<file path="config.mk">
export PLATFORM = sky130hd
export DESIGN_NAME = pm_pad_mux
export DESIGN_NICKNAME = d
export VERILOG_FILES = /design/src/hdl/pm_pkg.sv /design/src/hdl/pm_pad_cell.sv /design/src/hdl/pm_pad_mux.sv
export SDC_FILE = /design/constraint.sdc
export NUM_CORES = 1
export LEC_CHECK = 0
export BUFFER_PORTS_ARGS = -buffer_cell sky130_fd_sc_hd__buf_4
export CAP_MARGIN = 30
export CORE_UTILIZATION = 50
export CTS_BUF_LIST = sky130_fd_sc_hd__clkbuf_4 sky130_fd_sc_hd__clkbuf_8
export CTS_CLUSTER_SIZE = 28
export DETAILED_ROUTE_END_ITERATION = 8
export GPL_TIMING_DRIVEN = 0
export PLACE_DENSITY = 0.88
export SETUP_SLACK_MARGIN = 0.2
export SLEW_MARGIN = 20
export SYNTH_ARGS = -nofsm -noshare
export SYNTH_HDL_FRONTEND = slang
export SYNTH_HIERARCHICAL = 1
export SYNTH_SLANG_ARGS = --single-unit
</file>
<file path="constraint.sdc">
create_clock -name clock -period 6.6 [get_ports clock]
set_clock_uncertainty 0.2 [all_clocks]
set_input_delay 0.33 -clock clock [delete_from_list [all_inputs] [get_ports clock]]
set_output_delay 0.33 -clock clock [all_outputs]
set_load 0.02 [all_outputs]
</file>
<file path="src/hdl/pm_pkg.sv">
// What this block does
// - unused gpio pads in deep sleep become inputs with a weak pulldown
// - pads in use keep software enabled pulls through deep sleep
// - in hibernate every digital pad floats with all pulls off
// - oscillator enable pin is an output driving high after power up
// - in hibernate oscillator enable floats and is pulled down
// - start-up logic enables the digital pad path without software help
// - analog switch is open after reset, closes only on software enable
// - start-up senses a pull-up on crystal output pad, freeing it
// - dedicated pads drive the antenna select switch, not reassigned
package pm_pkg;

  // pads handled here and their indices
  localparam int NPAD     = 4;
  localparam int NMODE    = 16;
  localparam int PAD_G8   = 0;
  localparam int PAD_G9   = 1;
  localparam int PAD_ANA  = 2;
  localparam int PAD_XTAL = 3;

  // register byte addresses
  localparam logic [31:0] PADCFG8_ADDR  = 32'h4402e0c0;
  localparam logic [31:0] PADCFG9_ADDR  = 32'h4402e0c4;
  localparam logic [31:0] PADCFGA_ADDR  = 32'h4402e0c8;
  localparam logic [31:0] PADCFGX_ADDR  = 32'h4402e0cc;
  localparam logic [31:0] CTRL_ADDR     = 32'h4402e100;
  localparam logic [31:0] GPIO_ADDR     = 32'h4402e104;
  localparam logic [31:0] STATUS_ADDR   = 32'h4402e108;

  // pad config fields
  localparam int          MODE_LSB      = 0;
  localparam int          PU_BIT        = 8;
  localparam int          PD_BIT        = 9;
  localparam logic [3:0]  MODE_GPIO     = 4'h0;

  // control fields and reset value
  localparam int          OSC_BIT       = 0;
  localparam int          ANA_BIT       = 1;
  localparam int          ANT_LSB       = 4;
  localparam logic [31:0] CTRL_RST      = 32'h00000001;

  // gpio data fields
  localparam int          GOUT_LSB      = 0;
  localparam int          GOE_LSB       = 8;

  // status fields
  localparam int          ST_DIG_BIT    = 0;
  localparam int          ST_EXT_BIT    = 1;
  localparam int          ST_DONE_BIT   = 2;
  localparam int          ST_IN_LSB     = 4;
  localparam int          ST_CONF_BIT   = 8;
  localparam int          ST_LOW_POWER_DEEP_SLEEP_BIT   = 9;
  localparam int          ST_HIB_BIT    = 10;

  // crystal pad sense window
  localparam int          CLK_MHZ       = 50;
  localparam int          SENSE_NS      = 1000;
  localparam int          SENSE_CYC     = (SENSE_NS * CLK_MHZ + 999) / 1000;

  typedef enum logic [1:0] {
    PM_ACTIVE = 2'b00,
    PM_LOW_POWER_DEEP_SLEEP   = 2'b01,
    PM_HIB    = 2'b10
  } pm_pwr_e;

  typedef enum logic [1:0] {
    ST_SENSE = 2'b00,
    ST_BOOT  = 2'b01,
    ST_RUN   = 2'b10
  } pm_boot_e;

  typedef struct packed {
    logic       pd;
    logic       pu;
    logic [3:0] mode;
  } pm_padcfg_s;

  typedef struct packed {
    logic out;
    logic oe;
    logic pu;
    logic pd;
    logic wpd;
  } pm_pad_drv_s;

  typedef struct packed {
    logic        psel;
    logic        penable;
    logic        pwrite;
    logic [31:0] paddr;
    logic [31:0] pwdata;
  } pm_apb_req_s;

  typedef struct packed {
    logic [31:0] prdata;
    logic        pready;
    logic        pslverr;
  } pm_apb_rsp_s;

endpackage : pm_pkg

</file>
<file path="src/hdl/pm_pad_cell.sv">
module pm_pad_cell (
  input  wire logic                      clock,
  input  wire logic                      rst_n,
  input  wire pm_pkg::pm_padcfg_s        cfg,
  input  wire logic                      en,
  input  wire pm_pkg::pm_pwr_e           pwr,
  input  wire logic [pm_pkg::NMODE-1:0]  fn_out,
  input  wire logic [pm_pkg::NMODE-1:0]  fn_oe,
  input  wire logic                      pad_in,
  output pm_pkg::pm_pad_drv_s            drv,
  output logic                           din
);
  import pm_pkg::*;

  typedef struct packed {
    logic        sync1;
    logic        sync2;
    pm_pad_drv_s drv;
  } pm_cell_s;

  pm_cell_s state_r;
  pm_cell_s state_nxt;

  // pad drive per power state, input synchroniser
  always_comb
  begin
    state_nxt       = state_r;
    state_nxt.sync1 = pad_in;
    state_nxt.sync2 = state_r.sync1;
    case (pwr)
      PM_ACTIVE:
      begin
        state_nxt.drv.out = en & fn_out[cfg.mode];
        state_nxt.drv.oe  = en & fn_oe[cfg.mode];
        state_nxt.drv.pu  = en & cfg.pu;
        state_nxt.drv.pd  = en & cfg.pd;
        state_nxt.drv.wpd = 1'b0;
      end
      PM_LOW_POWER_DEEP_SLEEP:
      begin
        if (en && (cfg.pu || cfg.pd))
        begin
          // in use: hold drive, keep chosen pulls
          state_nxt.drv.pu  = cfg.pu;
          state_nxt.drv.pd  = cfg.pd;
          state_nxt.drv.wpd = 1'b0;
        end
        else
        begin
          state_nxt.drv.out = 1'b0;
          state_nxt.drv.oe  = 1'b0;
          state_nxt.drv.pu  = 1'b0;
          state_nxt.drv.pd  = 1'b0;
          state_nxt.drv.wpd = en;
        end
      end
      default:
      begin
        state_nxt.drv = '0;
      end
    endcase
  end

  // state register
  always_ff @(posedge clock)
  begin
    if (!rst_n)
      state_r <= '0;
    else
      state_r <= state_nxt;
  end

  assign drv = state_r.drv;
  assign din = state_r.sync2;

endmodule : pm_pad_cell

</file>
<file path="src/hdl/pm_pad_mux.sv">
module pm_pad_mux (
  input  wire logic                                    clock,
  input  wire logic                                    rst_n,
  input  wire pm_pkg::pm_apb_req_s                     apb_req,
  output pm_pkg::pm_apb_rsp_s                          apb_rsp,
  input  wire pm_pkg::pm_pwr_e                         pwr_mode,
  input  wire logic [pm_pkg::NPAD-1:0][pm_pkg::NMODE-1:0] fn_out,
  input  wire logic [pm_pkg::NPAD-1:0][pm_pkg::NMODE-1:0] fn_oe,
  output logic [pm_pkg::NPAD-1:0]                      fn_in,
  input  wire logic [pm_pkg::NPAD-1:0]                 pad_in,
  output pm_pkg::pm_pad_drv_s [pm_pkg::NPAD-1:0]       pad_drv,
  output pm_pkg::pm_pad_drv_s                          osc_en_drv,
  output logic [1:0]                                   ant_sel,
  output logic                                         ana_sw_close,
  output logic                                         ext_clk_det
);
  import pm_pkg::*;

  // every register of the block outside the pad cells lives in this one struct, so reset and
  // the next-state copy cover all of it at once
  typedef struct packed {
    pm_padcfg_s [NPAD-1:0] cfg;
    logic                  osc_en;
    logic                  ana_en;
    logic [1:0]            ant;
    logic [NPAD-1:0]       gout;
    logic [NPAD-1:0]       goe;
    pm_boot_e              boot;
    logic [7:0]            sense_cnt;
    logic                  dig_en;
    logic                  ext_clk;
    logic                  ana_sw;
    pm_pad_drv_s           osc_drv;
    logic [1:0]            ant_out;
    pm_apb_rsp_s           rsp;
  } pm_top_s;

  // registered state and its next value
  pm_top_s                          state_r;
  pm_top_s                          state_nxt;
  // pad, decode and bus helper signals
  logic [NPAD-1:0]                  pad_din;
  logic [NPAD-1:0]                  pad_en;
  logic [NPAD-1:0][NMODE-1:0]       sel_out;
  logic [NPAD-1:0][NMODE-1:0]       sel_oe;
  logic [31:0]                      pad_addr [NPAD];
  logic                             setup;
  logic                             wr_take;
  logic [31:0]                      rd_word;
  logic                             hit;
  logic                             ro_wr;

  // byte address of each pad config register, indexed like the pads
  assign pad_addr[PAD_G8]   = PADCFG8_ADDR;
  assign pad_addr[PAD_G9]   = PADCFG9_ADDR;
  assign pad_addr[PAD_ANA]  = PADCFGA_ADDR;
  assign pad_addr[PAD_XTAL] = PADCFGX_ADDR;

  // mode zero takes the gpio data register, others the peripherals
  // the peripheral vectors keep an index 0 slot that is never used;
  // overriding it here keeps each cell a plain mode-indexed selector
  always_comb
  begin
    sel_out = fn_out;
    sel_oe  = fn_oe;
    for (int i = 0; i < NPAD; i++)
    begin
      sel_out[i][MODE_GPIO] = state_r.gout[i];
      sel_oe[i][MODE_GPIO]  = state_r.goe[i];
    end
  end

  // pads open only after start-up; crystal pad only when freed
  // until start-up has run every pad stays released, so board straps
  // and the crystal pad pull-up are not fought by our drivers; a crystal
  // pad without the pull-up keeps its oscillator role until next reset
  always_comb
  begin
    pad_en = {NPAD{state_r.dig_en}};
    pad_en[PAD_XTAL] = state_r.dig_en & state_r.ext_clk;
  end

  // one cell per pad
  // each cell registers its own drive and synchronises its own input,
  // so every pad output and fn_in come straight from a flip-flop
  for (genvar g = 0; g < NPAD; g++)
  begin : g_pad
    pm_pad_cell u_cell (
      .clock  (clock),
      .rst_n  (rst_n),
      .cfg    (state_r.cfg[g]),
      .en     (pad_en[g]),
      .pwr    (pwr_mode),
      .fn_out (sel_out[g]),
      .fn_oe  (sel_oe[g]),
      .pad_in (pad_in[g]),
      .drv    (pad_drv[g]),
      .din    (pad_din[g])
    );
  end

  // apb phase decode
  // zero wait states: pready is registered from the setup cycle, so a
  // write is taken only at the access edge that sees pready high, and a
  // refused access (pslverr) never changes any register
  assign setup   = apb_req.psel & ~apb_req.penable;
  assign wr_take = apb_req.psel & apb_req.penable & state_r.rsp.pready
                   & apb_req.pwrite & ~state_r.rsp.pslverr;

  // read mux and address decode
  // read data are latched at the setup edge and held through access, so
  // moving status bits (pad inputs, power mode) are taken as one snapshot
  // and never torn within a transfer
  always_comb
  begin
    rd_word = 32'h00000000;
    hit     = 1'b0;
    ro_wr   = 1'b0;
    // pad config registers
    for (int i = 0; i < NPAD; i++)
    begin
      if (apb_req.paddr == pad_addr[i])
      begin
        hit = 1'b1;
        rd_word[MODE_LSB +: 4] = state_r.cfg[i].mode;
        rd_word[PU_BIT]        = state_r.cfg[i].pu;
        rd_word[PD_BIT]        = state_r.cfg[i].pd;
      end
    end
    // control, gpio and status words
    if (apb_req.paddr == CTRL_ADDR)
    begin
      hit = 1'b1;
      rd_word[OSC_BIT]      = state_r.osc_en;
      rd_word[ANA_BIT]      = state_r.ana_en;
      rd_word[ANT_LSB +: 2] = state_r.ant;
    end
    if (apb_req.paddr == GPIO_ADDR)
    begin
      hit = 1'b1;
      rd_word[GOUT_LSB +: NPAD] = state_r.gout;
      rd_word[GOE_LSB +: NPAD]  = state_r.goe;
    end
    if (apb_req.paddr == STATUS_ADDR)
    begin
      hit   = 1'b1;
      // status is read-only; a write to it is refused
      ro_wr = apb_req.pwrite;
      rd_word[ST_DIG_BIT]       = state_r.dig_en;
      rd_word[ST_EXT_BIT]       = state_r.ext_clk;
      rd_word[ST_DONE_BIT]      = (state_r.boot == ST_RUN);
      rd_word[ST_IN_LSB +: NPAD] = pad_din;
      rd_word[ST_CONF_BIT]      = state_r.ana_sw & pad_drv[PAD_ANA].oe;
      rd_word[ST_LOW_POWER_DEEP_SLEEP_BIT]      = (pwr_mode == PM_LOW_POWER_DEEP_SLEEP);
      rd_word[ST_HIB_BIT]       = (pwr_mode == PM_HIB);
    end
  end

  // next state: register writes, start-up sequence, pin drives
  always_comb
  begin
    // hold everything unless a part below changes it
    state_nxt = state_r;

    // answer registered in setup, ready for exactly one access cycle
    // prdata and pslverr are cleared once psel drops, so a stale answer
    // cannot be taken for the next one
    state_nxt.rsp.pready = setup;
    if (setup)
    begin
      state_nxt.rsp.prdata  = apb_req.pwrite ? 32'h00000000 : rd_word;
      state_nxt.rsp.pslverr = ~hit | ro_wr;
    end
    else if (!apb_req.psel)
    begin
      state_nxt.rsp.prdata  = 32'h00000000;
      state_nxt.rsp.pslverr = 1'b0;
    end

    // register writes; a write to the status word or to a hole in the
    // map is refused at setup and dropped here
    if (wr_take)
    begin
      // pad config: mode picks the driver, pulls survive deep sleep
      for (int i = 0; i < NPAD; i++)
      begin
        if (apb_req.paddr == pad_addr[i])
        begin
          state_nxt.cfg[i].mode = apb_req.pwdata[MODE_LSB +: 4];
          state_nxt.cfg[i].pu   = apb_req.pwdata[PU_BIT];
          state_nxt.cfg[i].pd   = apb_req.pwdata[PD_BIT];
        end
      end
      // control: oscillator level, analog switch enable, antenna
      if (apb_req.paddr == CTRL_ADDR)
      begin
        state_nxt.osc_en = apb_req.pwdata[OSC_BIT];
        state_nxt.ana_en = apb_req.pwdata[ANA_BIT];
        state_nxt.ant    = apb_req.pwdata[ANT_LSB +: 2];
      end
      // gpio data and output enables, used by pads in mode zero
      if (apb_req.paddr == GPIO_ADDR)
      begin
        state_nxt.gout = apb_req.pwdata[GOUT_LSB +: NPAD];
        state_nxt.goe  = apb_req.pwdata[GOE_LSB +: NPAD];
      end
    end

    // start-up: sense crystal pad pull-up, then open digital path
    // the window waits for the pad synchroniser and the board pull-up to
    // settle; the level seen at its end decides once, until next reset,
    // whether the crystal pad may serve as a digital pad
    case (state_r.boot)
      ST_SENSE:
      begin
        // count the window, then take one look at the crystal pad
        if (state_r.sense_cnt == 8'(SENSE_CYC - 1))
        begin
          state_nxt.ext_clk = pad_din[PAD_XTAL];
          state_nxt.boot    = ST_BOOT;
        end
        else
        begin
          state_nxt.sense_cnt = state_r.sense_cnt + 8'h01;
        end
      end
      ST_BOOT:
      begin
        // hand the pads over to their drivers
        state_nxt.dig_en = 1'b1;
        state_nxt.boot   = ST_RUN;
      end
      ST_RUN:
      begin
        // stays here until the next reset
        state_nxt.boot = ST_RUN;
      end
      default:
      begin
        // an unused code falls back to sensing
        state_nxt.boot = ST_SENSE;
      end
    endcase

    // analog pass switch follows software only, open in hibernate
    // there is no interlock with the shared pad's output enable: software
    // must release the pad first, and a clash is only shown in status;
    // hibernate opens the switch whatever the enable bit holds
    state_nxt.ana_sw = state_r.ana_en & (pwr_mode != PM_HIB);

    // oscillator enable: always an output, floats pulled low in hibernate
    // the pin doubles as a boot strap, so it is never turned into an
    // input; in hibernate it floats and the pulldown keeps the external
    // oscillator off and the strap level low
    if (pwr_mode == PM_HIB)
    begin
      state_nxt.osc_drv.out = 1'b0;
      state_nxt.osc_drv.oe  = 1'b0;
      state_nxt.osc_drv.pd  = 1'b1;
    end
    else
    begin
      state_nxt.osc_drv.out = state_r.osc_en;
      state_nxt.osc_drv.oe  = 1'b1;
      state_nxt.osc_drv.pd  = 1'b0;
    end
    state_nxt.osc_drv.pu  = 1'b0;
    state_nxt.osc_drv.wpd = 1'b0;

    // antenna select pads are dedicated, held through deep sleep
    // deep sleep keeps the last choice so the switch does not flip while
    // the radio sleeps; hibernate releases the pads
    if (pwr_mode == PM_ACTIVE)
      state_nxt.ant_out = state_r.ant;
    else if (pwr_mode == PM_HIB)
      state_nxt.ant_out = 2'b00;
  end

  // state register
  // synchronous reset: the oscillator pin leaves reset already driving
  // high, everything else starts released and cleared
  always_ff @(posedge clock)
  begin
    if (!rst_n)
    begin
      state_r             <= '0;
      state_r.osc_en      <= CTRL_RST[OSC_BIT];
      state_r.ana_en      <= CTRL_RST[ANA_BIT];
      state_r.boot        <= ST_SENSE;
      state_r.osc_drv.out <= 1'b1;
      state_r.osc_drv.oe  <= 1'b1;
    end
    else
    begin
      state_r <= state_nxt;
    end
  end

  // outputs, each straight from a register
  assign apb_rsp      = state_r.rsp;
  assign fn_in        = pad_din;
  assign osc_en_drv   = state_r.osc_drv;
  assign ant_sel      = state_r.ant_out;
  assign ana_sw_close = state_r.ana_sw;
  assign ext_clk_det  = state_r.ext_clk;

endmodule : pm_pad_mux

</file>
== Word-level counts from Yosys, hierarchy flattened ==
Index checks and enable logic that the tools add are counted.

* Add/sub/neg operators: 1
* Magnitude comparators: 4
* Eq/ne operators: 19
* Muxes and demuxes: 61
* Bitwise gates (word level): 29
* Reduce and logical (&&, ||, !) cells: 20

{| class="wikitable"
|+ Operators by type and width
! cell !! number
|-
| $eq 32x31->1 const B || 7
|-
| $mux 32 || 2
|-
| $pmux 5 s2 || 4
|-
| $bmux 1 s4 || 8
|-
| $mux 2 || 14
|-
| $and 1x1->1 || 24
|-
| $mux 4 || 6
|-
| $lt 4x5->1 const B || 4
|-
| $mux 1 || 19
|-
| $reduce_and 2->1 || 8
|-
| $mux 3 || 5
|-
| $mux 12 || 1
|-
| $ne 2x2->1 const B || 6
|-
| $add 8x1->8 const B || 1
|-
| $eq 8x6->1 const B || 1
|-
| $mux 7 || 1
|-
| $eq 2x1->1 const B || 2
|-
| $eq 2x2->1 const B || 2
|-
| $logic_and 1x1->1 || 4
|-
| $logic_not 2->1 || 2
|-
| $logic_or 1x1->1 || 4
|-
| $not 1->1 || 4
|-
| $pmux 2 s2 || 1
|-
| $ne 2x1->1 const B || 1
|-
| other kinds (3) || 3
|}

* Flip-flop bits (word level): 118
* Bits of input ports: 203
* Output and inout bits: 67
* Word-level logic and storage cells: 193

== Logic depth before layout (Yosys ltp) ==
* Depth after elaboration: 11
* Depth in mapped cells: 7
* Gate-level depth less buffers: 7

== Modules after synthesis ==
The synthesis kept the hierarchy.

{| class="wikitable"
|+ Modules (own cells, without submodules)
! module !! times used !! cells an instance !! area each (um^2) !! seq. area each (um^2)
|-
| pm_pad_mux || 1 || 382 || 3,498.4 || 1,361.3
|-
| pm_pad_cell || 4 || 46 || 525.5 || 140.1
|}

== Worst setup path before layout ==
No wires, ideal clock.

* Path type: in2reg
* From: in apb_req[37] (netlist bit)
* To: reg state_r[69] (netlist bit)
* Setup time: 128 ps
* Arrival: 2,131 ps
* Data required time: 6,272 ps
* Setup slack: 4,141 ps
* Stages: 5
* Path buffers: 0
* Path through: or4_4 -> or4_4 -> nor4b_4 -> mux2i_1 -> nor2_1

* Longest elaborated chain between the ends: 2

{| class="wikitable"
|+ Ends and longest elaborated chain
! element !! line !! RTL
|-
| start: declaration || pm_pad_mux.sv:4 || <nowiki>input wire pm_pkg::pm_apb_req_s apb_req,</nowiki>
|-
| $eq 32x31->1 || pm_pad_mux.sv:187 || <nowiki>if (apb_req.paddr == pad_addr[i])</nowiki>
|-
| $reduce_and 2->1 (no source line) || - ||
|-
| end signal: assignment || pm_pad_mux.sv:295 || <nowiki>state_r <= state_nxt;</nowiki>
|-
| end: declaration || pm_pad_mux.sv:39 || <nowiki>pm_top_s state_r;</nowiki>
|}

Every way passes these cells.
A chain may end at the register's enable or synchronous reset.

== Worst setup path after layout ==
* From: in apb_req[65] (netlist bit)
* To: reg state_r, in the netlist apb_rsp[6]

* Longest elaborated chain between the ends: 3
* Elaborated cells between the ends (all ways): 4
* Classes of those cells: 1 x eq/ne; 1 x mux; 2 x bitwise

{| class="wikitable"
|+ Ends and longest elaborated chain
! element !! line !! RTL
|-
| $not 1->1 * || pm_pad_mux.sv:106 || <nowiki>assign setup = apb_req.psel & ~apb_req.penable;</nowiki>
|-
| $and 1x1->1 * || pm_pad_mux.sv:106 ||
|-
| $ne 2x1->1 (no source line) / $mux 32 (equally long branches) || - ||
|}

Every way passes the cells marked *; elsewhere a longest branch is shown, timed or not.

==> out/metrics.cfg <==
[finish]
area_growth_pct=38.7
fin_nets=1032
n_antenna_cell=0
multi_input_area_mm2=0.00324
drive_gt1_share_pct=37.6
fillers=827
regArea_mm2=0.00192

[yosys]
yosysTopAreaCellShare_pct=34.3
ys_types=55
synth-edff-count=0
synth.top_cells.by_area=dfxtp_1 34%, mux2i_1 11%, mux4_1 7.5%
syn-instance-count=566
ys_seq_area_share_pct=34.3
syn_area_mm2=0.00560
yosysTopAreaCell=dfxtp_1
async_reset_ff_share_pct=0
synth_ff_type=dfxtp_1
avgSynthCellArea_um2=9.89
synth_warnings=6
synth_seq_cells=96

[sta]
worst_slack_ns=4.00
grt_setup_unrepaired=false
slew_violations=0
slew_headroom_pct=32.9
tightestPinTransition_ns=1.00
tns_ns=0
max_freq_ghz=0.384
finalCritPeriodShare_pct=39.5
fin_crit_ns=2.60
setup_violations=0
hold_violations=0

[drt]
post_drt_wl_per_cell_um=18.3
wl_um=17700
via_per_inst=5.68
drt_iter0_drc=372
dr.pass1.iters=5
num_vias=5504
ant_nets=0
drc_errors=0

[pwr]
power.leakage_uw=0.00349
ir_drop_mv=0.118
p_per_area_mw_per_mm2=150

[worst_setup_path]
r2r_slack_ns=4.27
crit_required_ns=6.70
path_class=in -> reg
arrival_ns=2.71
r2r_start=apb_rsp[1]
reg2reg_depth=5
reg2reg_to=state_r[68]
startpoint=apb_req[65]
start_kind=input port
cp_max_fo=8
end_kind=register
crit_end=apb_rsp[6]

[placement]
gp_congestion=0.900
dp_slack_ns=3.78
portBuffers=216
dp_hpwl_um=13900

[grt]
gr-total-overflow=0
grt_pass1_wl_um=26900
antenna_found_initial=0
grt_pass1_vias=5481
grt_max_degree=19
grt_use_total_pct=30.2

[cts]
cts_hold_repair.buffers=9
clock_latency_ns=0.38
cts_resized=0
cts_htree_levels=3
cts.sinks=96
clockBufferDepth=2
post-cts-setup-buffers=0
cts_tree=built
cts_made_buffers=9
clk_pin_slew_ns=0.09
cts_root_buf=clkbuf_8

[job]
drv_cap=0

[floorplan]
dieArea_mm2=0.0116
std_cell_rows=38
initial_utilization_pct=51.4
io_pins=270
core-area_mm2=0.0109
fp.dieW_um=108
fp.dieH_um=108

[run_status]
status=finished clean

[min_path]
min_path_type=in -> reg

metal layers:
metal	vias to the layer above	wire length (um)	global-route usage (%)
li1	2549	-	-
met1	2584	6490	35.1
met2	327	8960	54.0
met3	44	1700	5.87
met4	0	562	12.5
met5	-	0	0
state kept, by name, summed over array words and instances, names as in the netlist:
signal and count:
sel_out 4, g_pad.u_cell/drv 20, sel_oe 4, ant_sel 2, osc_en_drv 3, pad_en 1, g_pad.u_cell/din 4, ext_clk_det 1
g_pad.u_cell/state_nxt 4, state_r 38, apb_rsp 14, ana_sw_close 1
power breakdown:
part / total, uW / leakage [uW] / switching [uW] / internal (uW)
clock network: 402 / 0.000101 / 218 / 184
registers: 587 / 0.000776 / 3.52 / 584
logic: 173 / 0.00261 / 71.1 / 102
total: 1160 / 0.00349 / 292 / 870
worst min-delay path by stage:
stage                                  from             endpoint  slack [ns]  cells after the start
6_report                         apb_req[0]          state_r[65]        0.04                      3
3_5_place_dp   g_pad[3].u_cell/state_nxt[5]  g_pad[3].u_cell/din        0.22                      1
5_1_grt                          apb_req[8]          state_r[82]        0.05                      3
3_3_place_gp   g_pad[3].u_cell/state_nxt[5]  g_pad[3].u_cell/din        0.21                      1
2_1_floorplan  g_pad[0].u_cell/state_nxt[5]  g_pad[0].u_cell/din        0.21                      1
4_1_cts                          apb_req[0]          state_r[65]        0.03                      3
critical path, cell delays in order:
cell and delay, ns:
dlygate4sd3_1 0.54, buf_4 0.16, nor3b_1 0.82, and4_1 0.29, clkbuf_1 0.29, nand2_1 0.11, a31oi_1 0.17
stage by stage:
step	hold WS [ns]	std cells	total power (uW)	cell area (um2)	utilization [%]
detailed placement	0.219	944	767	7480	68.7
CTS	0.0282	969	1160	7770	71.3
global placement	0.215	943	761	7480	68.7
global route	0.0511	969	1190	7770	71.3
finish	0.0421	969	1160	7770	71.3
floorplan	0.212	587	664	5680	-
synthesized netlist by cell type, types with 3 or more instances:
cell	count
nor4_1	7
a21oi_1	13
mux2_2	4
o211a_1	4
and3b_1	5
o2111ai_1	4
nand3_1	11
a32oi_1	5
o21ai_0	5
nor3_1	11
buf_2	5
nand2b_1	4
o31ai_1	7
nand3b_1	5
o211ai_1	5
nand4_1	11
buf_4	41
buf_6	8
or3_1	5
mux4_2	13
and2_1	23
a211oi_1	3
and4_1	4
a22oi_1	3
nand4b_1	3
xor2_1	4
ha_1	5
mux2i_1	62
and3_1	11
dfxtp_1	96
nand2_1	41
buf_1	3
nor3b_1	4
inv_1	12
clkbuf_1	11
nor2_1	62
nor4b_1	5
mux4_1	16
cell type report:
cell class,instances,share of cell area (%)
multi-input cells,411,41.7
flip-flops and latches,96,24.7
repair buffers,226,22.1
plain buffers,68,6.12
well taps,140,2.26
clock buffers,11,1.79
clock inverters,5,0.725
inverters,12,0.580
cells by family after synthesis:
kind of cell | share of synthesized area [%]
AND/OR/NAND/NOR | 22.3
AO/OA/AOI/OAI | 7.37
other | 0.0670
multiplexers | 24.6
flip-flops | 34.3
buffers and inverters | 9.29
XOR/XNOR | 0.938
adder cells (fa/ha/maj) | 1.12
cells in the final DEF (no fill, tap or decap), drive strengths merged, types with 5 or more instances in the layout:
| cell type | count |
|---|---|
| conb | 22 |
| nand3b | 5 |
| nor3 | 11 |
| o211ai | 5 |
| a21oi | 13 |
| nor2 | 62 |
| dfxtp | 96 |
| and2 | 23 |
| o31ai | 7 |
| nand3 | 11 |
| buf | 274 |
| and3 | 11 |
| nor4b | 7 |
| inv | 13 |
| dlygate4sd3 | 9 |
| ha | 5 |
| mux2i | 62 |
| nand4 | 11 |
| nand2 | 41 |
| clkbuf | 22 |
| mux4 | 29 |
| and3b | 5 |
| nor4 | 8 |
| a32oi | 5 |
| o21ai | 5 |
| or3 | 5 |
No activity file was read; power rests on OpenSTA's default activity.
